--- src/bmp_pkg.sv ---
// Constants and types for the buck mode and protection controller
package bmp_pkg;
  // ----------------------------------------
  // Register map
  // ----------------------------------------
  localparam int unsigned ADDR_W = 12;
  localparam logic [11:0] CTRL_OFS = 12'h000;
  localparam logic [11:0] STAT_OFS = 12'h004;
  localparam logic [1:0] CTRL_RST = 2'h3;
  localparam int unsigned CT_RUN = 0;
  localparam int unsigned CT_SYNC = 1;
  localparam int unsigned SB_PG = 0;
  localparam int unsigned SB_CONT = 1;
  localparam int unsigned SB_OT = 2;
  localparam int unsigned SB_PIN = 3;
  localparam int unsigned SB_OVC = 4;
  localparam int unsigned SB_MODE = 7;
  localparam int unsigned SB_SEQ = 10;
  // ----------------------------------------
  // Strap level classes from the strap comparator
  // ----------------------------------------
  localparam logic [2:0] STRAP_GND = 3'h0;
  localparam logic [2:0] STRAP_R1 = 3'h1;
  localparam logic [2:0] STRAP_R2 = 3'h2;
  localparam logic [2:0] STRAP_R4 = 3'h4;
  // ----------------------------------------
  // Timing
  // ----------------------------------------
  localparam int unsigned CLK_KHZ = 25000;
  localparam int unsigned SW_KHZ = 1100;
  localparam int unsigned PER_CYC = CLK_KHZ / SW_KHZ;
  localparam int unsigned HALF_CYC = PER_CYC / 2;
  localparam int unsigned LOSS_CYC = 2 * PER_CYC;
  localparam int unsigned PG_DLY_US = 1200;
  localparam int unsigned PG_DLY_CYC = (PG_DLY_US * CLK_KHZ + 999) / 1000;
  localparam int unsigned SD_DLY_US = 10;
  localparam int unsigned SD_DLY_CYC = (SD_DLY_US * CLK_KHZ + 999) / 1000;
  localparam int unsigned UV_DLY_US = 10;
  localparam int unsigned UV_DLY_CYC = (UV_DLY_US * CLK_KHZ + 999) / 1000;
  localparam int unsigned HIC_DLY_US = 14500;
  localparam int unsigned HIC_DLY_CYC = (HIC_DLY_US * CLK_KHZ + 999) / 1000;
  localparam logic [2:0] OVC_LIMIT = 3'h4;
  localparam logic [1:0] CONT_RUN = 2'h2;
  // ----------------------------------------
  // Types
  // ----------------------------------------
  typedef enum logic [2:0] {MODE_FC_SLAVE, MODE_CUT_SLAVE, MODE_FREE_SKIP, MODE_CUT_MASTER,
                            MODE_FC_MASTER} bmp_mode_e;
  typedef enum logic [2:0] {SQ_OFF, SQ_LOCK, SQ_SOFT, SQ_RUN, SQ_OVP, SQ_FLOAT, SQ_HIC} bmp_seq_e;
  typedef enum logic [2:0] {PH_IDLE, PH_DH, PH_HS, PH_DL, PH_LS} bmp_stage_e;
  typedef struct packed {
    logic enable;
    logic supply_low_lockout_in;
    logic supply_low_lockout_bias;
    logic vin_above_1v;
    logic temp_over;
    logic temp_cooled;
    logic ramp_done;
    logic feedback_sense_hi;
    logic feedback_sense_lo;
    logic zero_cross;
    logic hs_over_current;
    logic ls_over_current;
    logic pwm_demand;
    logic [2:0] mode_strap_pin;
  } bmp_sense_s;
  typedef struct packed {
    logic hs_on;
    logic ls_on;
    logic phase_node_discharge;
    logic ramp_ref_sel;
    logic power_good_output_o;
    logic power_good_output_oe;
    logic sync_o;
    logic sync_oe;
  } bmp_drive_s;
endpackage : bmp_pkg

--- src/bmp_ctrl.sv ---
// Mode, switching and protection sequencer with APB status and control
//
// Overview of operation
// - Strap level selects one of five modes
// - Forced mode: high on-time, low off-time, clocked
// - Skip modes cut low switch at zero cross
// - Two pulses without zero cross enter continuous
// - Free skip: modulator alone times continuous cycles
// - Ramp reference until ramp reaches fixed level
// - Power good high only inside feedback window
// - Power good delayed on start and shutdown
// - Either supply low locks out; both ok restarts
// - High overcurrent ends on-time, low on
// - Fourth consecutive high overcurrent shuts down
// - Normal on-time clears the overcurrent count
// - Low overcurrent turns both off, shuts down
// - Hiccup wait after overcurrent, then restart
// - Overvoltage: low on until undervoltage, float
// - Undervoltage timer, then float and hiccup
// - Overtemperature off, resume after cooling
// - Enable low: switches off, discharge if input
// - Master drives half-period sync; slave follows
// - Slave without sync runs own clock
// - No sync while either side discontinuous
// - Slave starts on-time at sync falling edge
//
// Local design decisions: the register addresses and register access over APB.
`timescale 1ns/1ns
module bmp_ctrl #(
  parameter int unsigned PG_CYC = bmp_pkg::PG_DLY_CYC,
  parameter int unsigned HIC_CYC = bmp_pkg::HIC_DLY_CYC
) (
  input wire logic pclk,
  input wire logic presetn,
  input wire logic psel,
  input wire logic penable,
  input wire logic pwrite,
  input wire logic [11:0] paddr,
  input wire logic [31:0] pwdata,
  output logic [31:0] prdata,
  output logic pready,
  output logic pslverr,
  input wire bmp_pkg::bmp_sense_s sense,
  input wire logic sync_i,
  input wire logic power_good_output_i,
  output bmp_pkg::bmp_drive_s drive
);
  import bmp_pkg::*;

  localparam logic [5:0] PER_LAST = 6'(PER_CYC - 1);
  localparam logic [5:0] HALF_C = 6'(HALF_CYC);
  localparam logic [5:0] LOSS_C = 6'(LOSS_CYC);
  localparam logic [15:0] PG_LAST = 16'(PG_CYC - 1);
  localparam logic [15:0] SD_LAST = 16'(SD_DLY_CYC - 1);
  localparam logic [8:0] UV_LAST = 9'(UV_DLY_CYC - 1);
  localparam logic [19:0] HIC_LAST = 20'(HIC_CYC - 1);

  // ----------------------------------------
  // Mode helpers
  // ----------------------------------------
  function automatic bmp_mode_e strap_mode(input logic [2:0] s);
    unique case (s)
      STRAP_GND: strap_mode = MODE_FC_SLAVE;
      STRAP_R1: strap_mode = MODE_CUT_SLAVE;
      STRAP_R2: strap_mode = MODE_FREE_SKIP;
      STRAP_R4: strap_mode = MODE_CUT_MASTER;
      default: strap_mode = MODE_FC_MASTER;
    endcase
  endfunction : strap_mode

  function automatic logic is_skip(input bmp_mode_e m);
    is_skip = (m == MODE_CUT_SLAVE) || (m == MODE_FREE_SKIP) || (m == MODE_CUT_MASTER);
  endfunction : is_skip

  function automatic logic is_master(input bmp_mode_e m);
    is_master = (m == MODE_CUT_MASTER) || (m == MODE_FC_MASTER);
  endfunction : is_master

  function automatic logic is_slave(input bmp_mode_e m);
    is_slave = (m == MODE_CUT_SLAVE) || (m == MODE_FC_SLAVE);
  endfunction : is_slave

  bmp_mode_e mode_q;
  bmp_seq_e seq_q, seq_d;
  bmp_stage_e stage_q, stage_d;
  logic [1:0] ctrl_q;
  logic ot_q, cont_q, zc_seen_q, pg_q, pg_d, sync_prev_q;
  logic [1:0] run_cnt_q;
  logic [2:0] ovc_cnt_q;
  logic [5:0] clk_cnt_q, loss_cnt_q;
  logic [15:0] pg_cnt_q;
  logic [8:0] uv_cnt_q;
  logic [19:0] hic_cnt_q;
  logic pwm_prev_q, pready_q, pslverr_q;
  logic [31:0] prdata_q;

  // ----------------------------------------
  // Derived events
  // ----------------------------------------
  logic tick, sync_fall, sync_live, use_sync, locked, start_ev, pwm_rise;
  logic active, hs_end, ovc_hit, ovc_kill, uv_done, in_win, zc_now;
  assign tick = clk_cnt_q == PER_LAST;
  assign sync_fall = sync_prev_q & ~sync_i;
  assign sync_live = loss_cnt_q != LOSS_C;
  // Slave follows sync only once both ends run continuous
  assign use_sync = is_slave(mode_q) & cont_q & sync_live;
  assign locked = cont_q & (mode_q != MODE_FREE_SKIP);
  assign pwm_rise = sense.pwm_demand & ~pwm_prev_q;
  assign start_ev = locked ? (use_sync ? sync_fall : tick) : pwm_rise;
  assign active = (seq_q == SQ_SOFT) || (seq_q == SQ_RUN);
  assign hs_end = (stage_q == PH_HS) & (~sense.pwm_demand | sense.hs_over_current);
  assign ovc_hit = (stage_q == PH_HS) & sense.hs_over_current;
  assign ovc_kill = ovc_hit & (ovc_cnt_q == OVC_LIMIT - 3'h1);
  assign uv_done = sense.feedback_sense_lo & (uv_cnt_q == UV_LAST);
  assign in_win = ~sense.feedback_sense_hi & ~sense.feedback_sense_lo;
  assign zc_now = zc_seen_q | (sense.zero_cross & (stage_q == PH_LS));

  // ----------------------------------------
  // Protection sequencer
  // ----------------------------------------
  // Enable outranks lockout, lockout outranks the fault states
  always_comb begin
    seq_d = seq_q;
    if (!sense.enable || !ctrl_q[CT_RUN]) begin
      seq_d = SQ_OFF;
    end else if (sense.supply_low_lockout_in || sense.supply_low_lockout_bias || ot_q) begin
      seq_d = SQ_LOCK;
    end else begin
      unique case (seq_q)
        SQ_OFF, SQ_LOCK: seq_d = SQ_SOFT;
        SQ_SOFT, SQ_RUN: begin
          if (sense.ls_over_current || ovc_kill) begin
            seq_d = SQ_HIC;
          end else if (sense.feedback_sense_hi) begin
            seq_d = SQ_OVP;
          end else if (seq_q == SQ_RUN && uv_done) begin
            seq_d = SQ_HIC;
          end else if (seq_q == SQ_SOFT && sense.ramp_done) begin
            seq_d = SQ_RUN;
          end
        end
        SQ_OVP: if (sense.feedback_sense_lo) seq_d = SQ_FLOAT;
        SQ_FLOAT: seq_d = SQ_FLOAT;
        SQ_HIC: if (hic_cnt_q == HIC_LAST) seq_d = SQ_SOFT;
      endcase
    end
  end

  always_ff @(posedge pclk or negedge presetn) begin
    if (!presetn) seq_q <= SQ_OFF;
    else seq_q <= seq_d;
  end

  // Over-temperature latch; a new trip wins over cooling
  always_ff @(posedge pclk or negedge presetn) begin
    if (!presetn) ot_q <= 1'b0;
    else if (sense.temp_over) ot_q <= 1'b1;
    else if (sense.temp_cooled) ot_q <= 1'b0;
  end

  // Strap is re-read only while not switching, so mode never changes under load
  always_ff @(posedge pclk or negedge presetn) begin
    if (!presetn) mode_q <= MODE_FC_MASTER;
    else if (seq_q == SQ_OFF || seq_q == SQ_LOCK) mode_q <= strap_mode(sense.mode_strap_pin);
  end

  // Hiccup and undervoltage timers
  always_ff @(posedge pclk or negedge presetn) begin
    if (!presetn) begin
      hic_cnt_q <= '0;
      uv_cnt_q <= '0;
    end else begin
      hic_cnt_q <= (seq_q == SQ_HIC) ? hic_cnt_q + 20'h1 : '0;
      uv_cnt_q <= (seq_q == SQ_RUN && sense.feedback_sense_lo) ? uv_cnt_q + 9'h1 : '0;
    end
  end

  // ----------------------------------------
  // Power stage sequencing
  // ----------------------------------------
  // Every path between the two switches passes an all-off state
  always_comb begin
    stage_d = stage_q;
    if (seq_d == SQ_OVP) begin
      stage_d = (stage_q == PH_HS) ? PH_DL : PH_LS;
    end else if (seq_d != SQ_SOFT && seq_d != SQ_RUN) begin
      stage_d = PH_IDLE;
    end else begin
      unique case (stage_q)
        PH_IDLE: if (start_ev) stage_d = PH_DH;
        PH_DH: stage_d = PH_HS;
        PH_HS: if (hs_end) stage_d = PH_DL;
        PH_DL: stage_d = PH_LS;
        PH_LS: begin
          if (start_ev) stage_d = PH_DH;
          else if (is_skip(mode_q) && sense.zero_cross) stage_d = PH_IDLE;
        end
      endcase
    end
  end

  always_ff @(posedge pclk or negedge presetn) begin
    if (!presetn) stage_q <= PH_IDLE;
    else stage_q <= stage_d;
  end

  // Overcurrent count; a full on-time without a trip clears it
  always_ff @(posedge pclk or negedge presetn) begin
    if (!presetn) ovc_cnt_q <= '0;
    else if (!active) ovc_cnt_q <= '0;
    else if (ovc_hit) ovc_cnt_q <= ovc_cnt_q + 3'h1;
    else if (hs_end) ovc_cnt_q <= '0;
  end

  // Conduction tracking, judged once per cycle start
  always_ff @(posedge pclk or negedge presetn) begin
    if (!presetn) begin
      cont_q <= 1'b0;
      run_cnt_q <= '0;
      zc_seen_q <= 1'b0;
    end else if (!active) begin
      cont_q <= 1'b0;
      run_cnt_q <= '0;
      zc_seen_q <= 1'b0;
    end else if (!is_skip(mode_q)) begin
      cont_q <= 1'b1;
      run_cnt_q <= '0;
      zc_seen_q <= 1'b0;
    end else if (start_ev) begin
      zc_seen_q <= 1'b0;
      if (zc_now) begin
        cont_q <= 1'b0;
        run_cnt_q <= '0;
      end else if (run_cnt_q == CONT_RUN - 2'h1) begin
        cont_q <= 1'b1;
      end else begin
        run_cnt_q <= run_cnt_q + 2'h1;
      end
    end else begin
      zc_seen_q <= zc_now;
    end
  end

  // ----------------------------------------
  // Internal clock and sync tracking
  // ----------------------------------------
  // Slave realigns its own clock to sync; once sync stops, no cycle starts until two periods pass without a falling edge
  always_ff @(posedge pclk or negedge presetn) begin
    if (!presetn) begin
      clk_cnt_q <= '0;
      loss_cnt_q <= LOSS_C;
      sync_prev_q <= 1'b1;
      pwm_prev_q <= 1'b0;
    end else begin
      sync_prev_q <= sync_i;
      pwm_prev_q <= sense.pwm_demand;
      if (tick || (use_sync && sync_fall)) clk_cnt_q <= '0;
      else clk_cnt_q <= clk_cnt_q + 6'h1;
      if (sync_fall) loss_cnt_q <= '0;
      else if (loss_cnt_q != LOSS_C) loss_cnt_q <= loss_cnt_q + 6'h1;
    end
  end

  // ----------------------------------------
  // Power good
  // ----------------------------------------
  // Window exit while running drops at once; shutdown waits the short delay
  always_comb begin
    pg_d = pg_q;
    if (!sense.vin_above_1v) pg_d = 1'b0;
    else if (!pg_q && seq_q == SQ_RUN && in_win && pg_cnt_q == PG_LAST) pg_d = 1'b1;
    else if (pg_q && seq_q == SQ_RUN && !in_win) pg_d = 1'b0;
    else if (pg_q && seq_q != SQ_RUN && pg_cnt_q == SD_LAST) pg_d = 1'b0;
  end

  always_ff @(posedge pclk or negedge presetn) begin
    if (!presetn) begin
      pg_q <= 1'b0;
      pg_cnt_q <= '0;
    end else begin
      pg_q <= pg_d;
      if (pg_d != pg_q) pg_cnt_q <= '0;
      else if (!pg_q && seq_q == SQ_RUN && in_win) pg_cnt_q <= pg_cnt_q + 16'h1;
      else if (pg_q && seq_q != SQ_RUN) pg_cnt_q <= pg_cnt_q + 16'h1;
      else pg_cnt_q <= '0;
    end
  end

  // ----------------------------------------
  // Pin drivers
  // ----------------------------------------
  // Registered from next-state so outputs switch with the stage
  always_ff @(posedge pclk or negedge presetn) begin
    if (!presetn) begin
      drive <= '{default: 1'b0, power_good_output_oe: 1'b0, sync_oe: 1'b1};
    end else begin
      drive.hs_on <= stage_d == PH_HS;
      drive.ls_on <= stage_d == PH_LS;
      drive.phase_node_discharge <= (seq_d == SQ_OFF) & sense.vin_above_1v;
      drive.ramp_ref_sel <= seq_d == SQ_SOFT;
      drive.power_good_output_o <= 1'b0;
      drive.power_good_output_oe <= pg_d;
      // Falling edge at half period puts the slave 180 degrees behind
      drive.sync_o <= clk_cnt_q < HALF_C;
      drive.sync_oe <= ~(is_master(mode_q) & cont_q & active & ctrl_q[CT_SYNC]);
    end
  end

  // ----------------------------------------
  // APB slave
  // ----------------------------------------
  // One wait-free access phase; unmapped addresses answer with an error
  logic hit_ctrl, hit_stat;
  logic [31:0] stat_w;
  assign hit_ctrl = paddr == CTRL_OFS;
  assign hit_stat = paddr == STAT_OFS;
  always_comb begin
    stat_w = '0;
    stat_w[SB_PG] = pg_q;
    stat_w[SB_CONT] = cont_q;
    stat_w[SB_OT] = ot_q;
    stat_w[SB_PIN] = power_good_output_i;
    stat_w[SB_OVC +: 3] = ovc_cnt_q;
    stat_w[SB_MODE +: 3] = mode_q;
    stat_w[SB_SEQ +: 3] = seq_q;
  end

  always_ff @(posedge pclk or negedge presetn) begin
    if (!presetn) begin
      pready_q <= 1'b0;
      pslverr_q <= 1'b0;
      prdata_q <= '0;
    end else begin
      pready_q <= psel & ~penable;
      if (psel && !penable) begin
        pslverr_q <= ~(hit_ctrl | hit_stat);
        prdata_q <= hit_ctrl ? {30'h0, ctrl_q} : (hit_stat ? stat_w : '0);
      end
    end
  end

  // Writes land only at the completing edge
  always_ff @(posedge pclk or negedge presetn) begin
    if (!presetn) ctrl_q <= CTRL_RST;
    else if (psel && penable && pready_q && pwrite && hit_ctrl) ctrl_q <= pwdata[1:0];
  end

  assign prdata = prdata_q;
  assign pready = pready_q;
  assign pslverr = pslverr_q;
endmodule : bmp_ctrl

--- config.mk ---
export PLATFORM = sky130hd
export DESIGN_NAME = bmp_ctrl
export DESIGN_NICKNAME = d
export VERILOG_FILES = /design/src/bmp_pkg.sv /design/src/bmp_ctrl.sv
export SDC_FILE = /design/constraint.sdc
export NUM_CORES = 1
export LEC_CHECK = 0
export CAP_MARGIN = 40
export CORE_ASPECT_RATIO = 1.5
export CORE_UTILIZATION = 57
export CTS_CLUSTER_SIZE = 10
export DETAILED_ROUTE_END_ITERATION = 10
export DONT_BUFFER_PORTS = 1
export PLACE_DENSITY = 0.72
export SYNTH_ARGS = -nofsm -noshare
export SYNTH_HDL_FRONTEND = slang
export SYNTH_SLANG_ARGS = --single-unit
export TNS_END_PERCENT = 20
--- constraint.sdc ---
create_clock -name pclk -period 2.15 [get_ports pclk]
set_input_delay 0.43 -clock pclk [delete_from_list [all_inputs] [get_ports pclk]]
set_output_delay 0.43 -clock pclk [all_outputs]
set_load 0.01 [all_outputs]
After elaboration in Yosys (flattened, before gate mapping):

Index checks and enable logic that the tools add are counted.

* muxes and demuxes: 52
* eq/ne operators: 39
* bitwise gates (word level): 27
* add/subtract/negate cells: 7
* $lt $le $gt $ge: 1
* reductions and logical operators: 46

Operator list (number)
* $mux W3: 18
* $mux W16: 3
* $eq A3 B2 Y1 const B: 10
* $pmux W3 S5: 2
* $mux W13: 2
* $eq A3 B3 Y1 const B: 8
* $add A20 B1 Y20 const B: 1
* $eq A20 B19 Y1 const B: 1
* $mux W20: 1
* $logic_and A1 B1 Y1: 18
* $mux W6: 3
* $add A16 B1 Y16 const B: 1
* $and A1 B1 Y1: 16
* $eq A16 B15 Y1 const B: 1
* $eq A16 B8 Y1 const B: 1
* $mux W1: 16
* $logic_not A3 Y1: 5
* $add A6 B1 Y6 const B: 2
* $eq A12 B3 Y1 const B: 1
* $eq A3 B1 Y1 const B: 4
* $logic_not A12 Y1: 1
* $ne A3 B2 Y1 const B: 4
* $pmux W3 S4: 1
* $logic_or A1 B1 Y1: 11
* 21 further kinds: 41

* register bits after elaboration: 119
* word-level logic and storage cells: 198
* input bits: 67
* output and inout bits: 42

Depth between registers and ports, before layout:

* depth after elaboration: 14
* gate-level depth with buffers: 9
* depth with buffers taken out: 8

Worst setup path after synthesis:

OpenSTA, ideal clock, no wires.

* kind: flip-flop to flip-flop
* from: reg loss_cnt_q[0]
* to: reg run_cnt_q[1]
* required time: 2.072 ns
* arrival: 2.008 ns
* path buffers: 1
* cell stages (with the launch flop): 10
* period minus slack after synthesis: 2.085 ns
* setup slack: 0.065 ns
* path through: dfrtp_1 inv_1 ha_1 nor2b_1 a31oi_2 mux2i_1 o21ai_0 buf_2 or4_1 a21oi_1

* word-level cells in the longest chain between the ends: 6

Ends and longest elaborated chain
* from (decl): RTL line bmp_ctrl.sv:90 `logic [5:0] clk_cnt_q, loss_cnt_q;`
* from (signal assigned): RTL line bmp_ctrl.sv:260 `else if (loss_cnt_q != LOSS_C) loss_cnt_q <= loss_cnt_q + 6'h1;`
* $ne A6 B6 Y1: RTL line bmp_ctrl.sv:104 `assign sync_live = loss_cnt_q != LOSS_C;`
* $and A1 B1 Y1: RTL line bmp_ctrl.sv:106 `assign use_sync = is_slave(mode_q) & cont_q & sync_live;`
* $mux W1 (2 in series): RTL line bmp_ctrl.sv:109 `assign start_ev = locked ? (use_sync ? sync_fall : tick) : pwm_rise;`
* $ne A3 B3 Y1 (no line)
* $reduce_and A2 Y1 (no line)
* to (signal assigned): RTL line bmp_ctrl.sv:237 `run_cnt_q <= run_cnt_q + 2'h1;`
* to (decl): RTL line bmp_ctrl.sv:88 `logic [1:0] run_cnt_q;`

Every way passes these cells.
A chain may end at the register's enable or synchronous reset.

Worst setup path in the final report:

* from: reg ovc_cnt_q[0]
* to: reg drive[6] in the netlist's numbering

* word-level cells in the longest chain between the ends: 12
* elaborated cells on any way between the ends: 14
* those cells by class: eq/ne (5); mux (6); bitwise (1); reduce/logical (2)

Ends and longest elaborated chain
* from (decl): RTL line bmp_ctrl.sv:89 `logic [2:0] ovc_cnt_q;`
* from (signal assigned): RTL line bmp_ctrl.sv:211 `else if (ovc_hit) ovc_cnt_q <= ovc_cnt_q + 3'h1;`
* $eq A3 B2 Y1 *: RTL line bmp_ctrl.sv:113 `assign ovc_kill = ovc_hit & (ovc_cnt_q == OVC_LIMIT - 3'h1);`
* $and A1 B1 Y1 *: RTL line bmp_ctrl.sv:113
* $logic_or A1 B1 Y1 *: RTL line bmp_ctrl.sv:132 `if (sense.ls_over_current || ovc_kill) begin`
* $mux W3 *: RTL line bmp_ctrl.sv:132
* $pmux W3 S5 *: RTL line bmp_ctrl.sv:129 `unique case (seq_q)`
* $mux W3 *: RTL line bmp_ctrl.sv:126 `end else if (sense.supply_low_lockout_in || sense.supply_low_lockout_bias || ot_q) begin`
* $mux W3 *: RTL line bmp_ctrl.sv:124 `if (!sense.enable || !ctrl_q[CT_RUN]) begin`
* via seq_d[1]: RTL line bmp_ctrl.sv:84 `bmp_seq_e seq_q, seq_d;`
* $ne A3 B2 Y1: RTL line bmp_ctrl.sv:186 `end else if (seq_d != SQ_SOFT && seq_d != SQ_RUN) begin`
* $logic_and A1 B1 Y1: RTL line bmp_ctrl.sv:186
* $mux W3: RTL line bmp_ctrl.sv:186
* $mux W3 *: RTL line bmp_ctrl.sv:184 `if (seq_d == SQ_OVP) begin`
* $eq A3 B3 Y1 *: RTL line bmp_ctrl.sv:298 `drive.ls_on <= stage_d == PH_LS;`
* to (decl): RTL line bmp_ctrl.sv:46 `output bmp_pkg::bmp_drive_s drive`

Mark *: on every way through the listed nets, which the timed path passes. The rest lies on a longest branch.

==> impl_metrics.csv <==
group,metric,value,unit
outcome,status,"complete, but fails checks",
outcome,violations,"hold timing",
detailed_routing,viasPerCell,5.72,
logic_synthesis,synth_top_area_cell,"dfrtp_1",
worst_setup_path,r2r-start,"ovc_cnt_q[0]$_DFFE_PN0P_",
worst_setup_path,crit_type,"reg2reg",
global_routing,grt_util_met2,42.7,%
logic_synthesis,synth_ff_type,"dfrtp_1",
worst_setup_path,slowest_stage,"or3b_4",
cells_and_area,nets,593,
clock_network,clockBufferDepth,2,
clock_network,cts_tree,"built",
global_routing,antenna_found_initial,0,
cells_and_area,drive_gt1_share,13.1,%
timing,hold_ws,-226,ps
logic_synthesis,synth_area_leaders,"dfrtp_1, nor2_1, dfstp_2",
detailed_routing,wire_per_inst,16.0,um
worst_setup_path,worstSetupStartpointType,"register",
die,dieArea,9130,um^2
power_and_ir_drop,leakagePower,2.34,nW
run,drv_cap,0,
die,initial_core_util,58.9,%
clock_network,cts.sinks,100,
detailed_routing,totalWireLength,10000,um
cells_and_area,area_delta_synth_final,10.5,%
clock_network,cts-root-buf,"clkbuf_16",
worst_setup_path,cp-end-kind,"register",
logic_synthesis,avgSynthCellArea,10.2,um^2
power_and_ir_drop,peakVddDrop,0.564,mV
placement,gp_congestion,0.881,
timing,setup-tns-final,0,ps
worst_setup_path,path_common_cell,"ha_1",
clock_network,ctsHtreeMaxLevel,3,
cells_and_area,n_fill_cell,721,
timing,tightest_slew,539,ps
global_routing,use_met1,25.9,%
placement,dp_hpwl,7010,um
logic_synthesis,ys_warn_count,0,
detailed_routing,vias,3580,
worst_setup_path,crit_buf_inv,0,
worst_setup_path,rrSetupSlack,110,ps
cells_and_area,diodes,0,
logic_synthesis,ys_ff_latch,100,
worst_setup_path,critPathTopFamily,"compound AO/OA/AOI/OAI gates",
logic_synthesis,post_synth_num_cell_types,58,
logic_synthesis,syn_inst,490,
timing,setup_viol,0,
timing,finalHoldViolations,100,
worst_setup_path,worstRegToRegCells,7,
clock_network,cts-buffers-inserted,9,
power_and_ir_drop,power_density,693,nW/um^2
global_routing,gr-total-overflow,0,
die,io_pins,109,
timing,finClkSkew,6.46,ps
logic_synthesis,synth_area,4980,um^2
timing,rsz0062_at_grt,"yes",
worst_setup_path,cp_max_fo,4,
clock_network,insertion_delay,340,ps
cells_and_area,multi_input_area,2300,um^2
logic_synthesis,yosysSeqAreaShare,50.4,%
clock_network,clk_pin_slew_worst_paths,70,ps
worst_setup_path,worstPathRequired,2370,ps
global_routing,grt_busiest_layer,"met2",
global_routing,grt_max_degree,101,
global_routing,use_met3,6.25,%
placement,place.port_buffers,0,
timing,relSlewSlack,63.8,%
worst_setup_path,r2r_end,"drive[6]$_DFF_PN0_",
logic_synthesis,synth_edf_count,0,
global_routing,grt_pass1_vias,3507,
worst_setup_path,slowest_delay,460,ps
die,rows,41,
detailed_routing,initialDrtViolationCount,231,
cells_and_area,regArea,2510,um^2
global_routing,grtUsageTotal,23.4,%
power_and_ir_drop,total_power,0.00382,W
detailed_routing,ant_nets,0,
die,fp.dieH,117,um
detailed_routing,drtPass1Iterations,4,
die,dieWidth,78.3,um
global_routing,grt_pass1_wl,16400,um
timing,period_minus_slack,2040,ps
logic_synthesis,synth_top_area_share,46.2,%
hold_path,min_path_type,"in2async",
timing,fmax,491,MHz
detailed_routing,drcViolationCount,0,
timing,slew_viol_final,0,
worst_setup_path,cp_cell_sequence,"ha_1, ha_1, a31oi_4, a311oi_4, or3b_4, a21oi_2, a22oi_1",
timing,post-route-period-util,94.8,%
worst_setup_path,worstPathArrival,2250,ps
logic_synthesis,async_reset_ff_share,100,%
die,core-area,8460,um^2
layer usage:
layer,wire length (um),vias to the layer above
met4,223,0
met5,0,-
met1,3910,1789
li1,-,1721
met2,5390,56
met3,477,14
cell type report:
cell class | count | area share (%)
multi-input combinational | 359 | 41.8
clock inverter | 7 | 1.34
tap | 107 | 2.43
sequential | 100 | 45.6
inverter | 18 | 1.23
clock buffer | 9 | 4.09
timing repair buffer | 26 | 3.54
stage by stage:
step	setup slack, ps	hold slack (ps)	cells	util, %	cell area [um^2]
floorplan	64.7	134	509	-	5050
global placement	-116	136	608	60.8	5150
detailed placement	-171	137	608	60.8	5150
CTS	22.6	-240	624	64.3	5450
global route	-4.14	-246	626	65.1	5510
finish	111	-226	626	65.1	5510
logic make-up (layout without fill, tap and decap cells):
family | Yosys count | in the layout | synth area share, %
other | 1 | 20 | 0.0752
adders and majority gates | 12 | 12 | 3.01
AOI/OAI and AO/OA | 71 | 71 | 10.1
and+or+nand+nor | 203 | 203 | 21.1
DFF | 100 | 100 | 50.4
xor gates and xnor gates | 47 | 47 | 8.26
muxes | 6 | 6 | 1.26
buffers and inverters | 50 | 60 | 5.80
worst max-delay path by stage:
stage | from | end | slack (ps) | cells past startpoint
floorplan | loss_cnt_q[0]$_DFFE_PN0P_ | run_cnt_q[1]$_DFFE_PN0P_ | 60 | 9
global placement | mode_q[2]$_DFFE_PN1P_ | drive[7]$_DFF_PN0_ | -120 | 7
detailed placement | mode_q[2]$_DFFE_PN1P_ | drive[6]$_DFF_PN0_ | -170 | 7
CTS | ovc_cnt_q[0]$_DFFE_PN0P_ | drive[6]$_DFF_PN0_ | 20 | 6
global route | mode_q[1]$_DFFE_PN0P_ | run_cnt_q[1]$_DFFE_PN0P_ | -4 | 6
finish | ovc_cnt_q[0]$_DFFE_PN0P_ | drive[6]$_DFF_PN0_ | 110 | 7
layout by cell type (no fill, tap or decap), types with 4 or more instances in the layout:
cell / count
nand4_1: 12
a31oi_1: 7
buf_4: 26
o21ai_0: 16
nor4b_1: 4
clkbuf_16: 9
and2_1: 6
and3_1: 7
nand2_1: 22
inv_1: 18
nor2b_1: 5
mux2i_1: 4
a22o_1: 11
nor2_1: 76
nor3_1: 8
dfstp_2: 8
or3_1: 6
conb_1: 20
dfrtp_1: 92
xor2_1: 24
nor4_1: 6
ha_1: 12
a21oi_1: 15
xnor2_1: 23
nand3_1: 26
synthesized netlist by cell type, drive strengths merged (10+ instances only):
| cell type | instances |
|---|---|
| nand3 | 26 |
| a22o | 11 |
| xor2 | 24 |
| buf | 27 |
| nand2 | 22 |
| a31oi | 10 |
| dfrtp | 92 |
| inv | 18 |
| o21ai | 17 |
| nand4 | 12 |
| nor2 | 76 |
| a21oi | 16 |
| ha | 12 |
| xnor2 | 23 |
flip-flops by register name (all words and copies together) (netlist names):
| name | cells |
|---|---|
| hic_cnt_q | 20 |
| pg_cnt_q | 16 |
| prdata | 13 |
| uv_cnt_q | 9 |
| drive | 7 |
| clk_cnt_q | 6 |
| loss_cnt_q | 6 |
| mode_q | 3 |
| ovc_cnt_q | 3 |
| seq_q | 3 |
| stage_q | 3 |
| ctrl_q | 2 |
| run_cnt_q | 2 |
| cont_q | 1 |
| ot_q | 1 |
| pready | 1 |
| pslverr | 1 |
| pwm_prev_q | 1 |
| sync_prev_q | 1 |
| zc_seen_q | 1 |
report_power, final:
part	internal (W)	switching, W	total [W]
logic	0.000105	0.000115	0.000220
clock network	0.000911	0.000724	0.00163
registers	0.00194	0.0000268	0.00196
total	0.00295	0.000866	0.00382
repair_timing:
item                                    CTS  global route
setup buffers                             0             2
endpoints found under the setup margin    8             6
pin swaps                                 0             3
resized for setup                         1             9
hold endpoints to repair                100           100
Power figures use the tool's default switching activity.
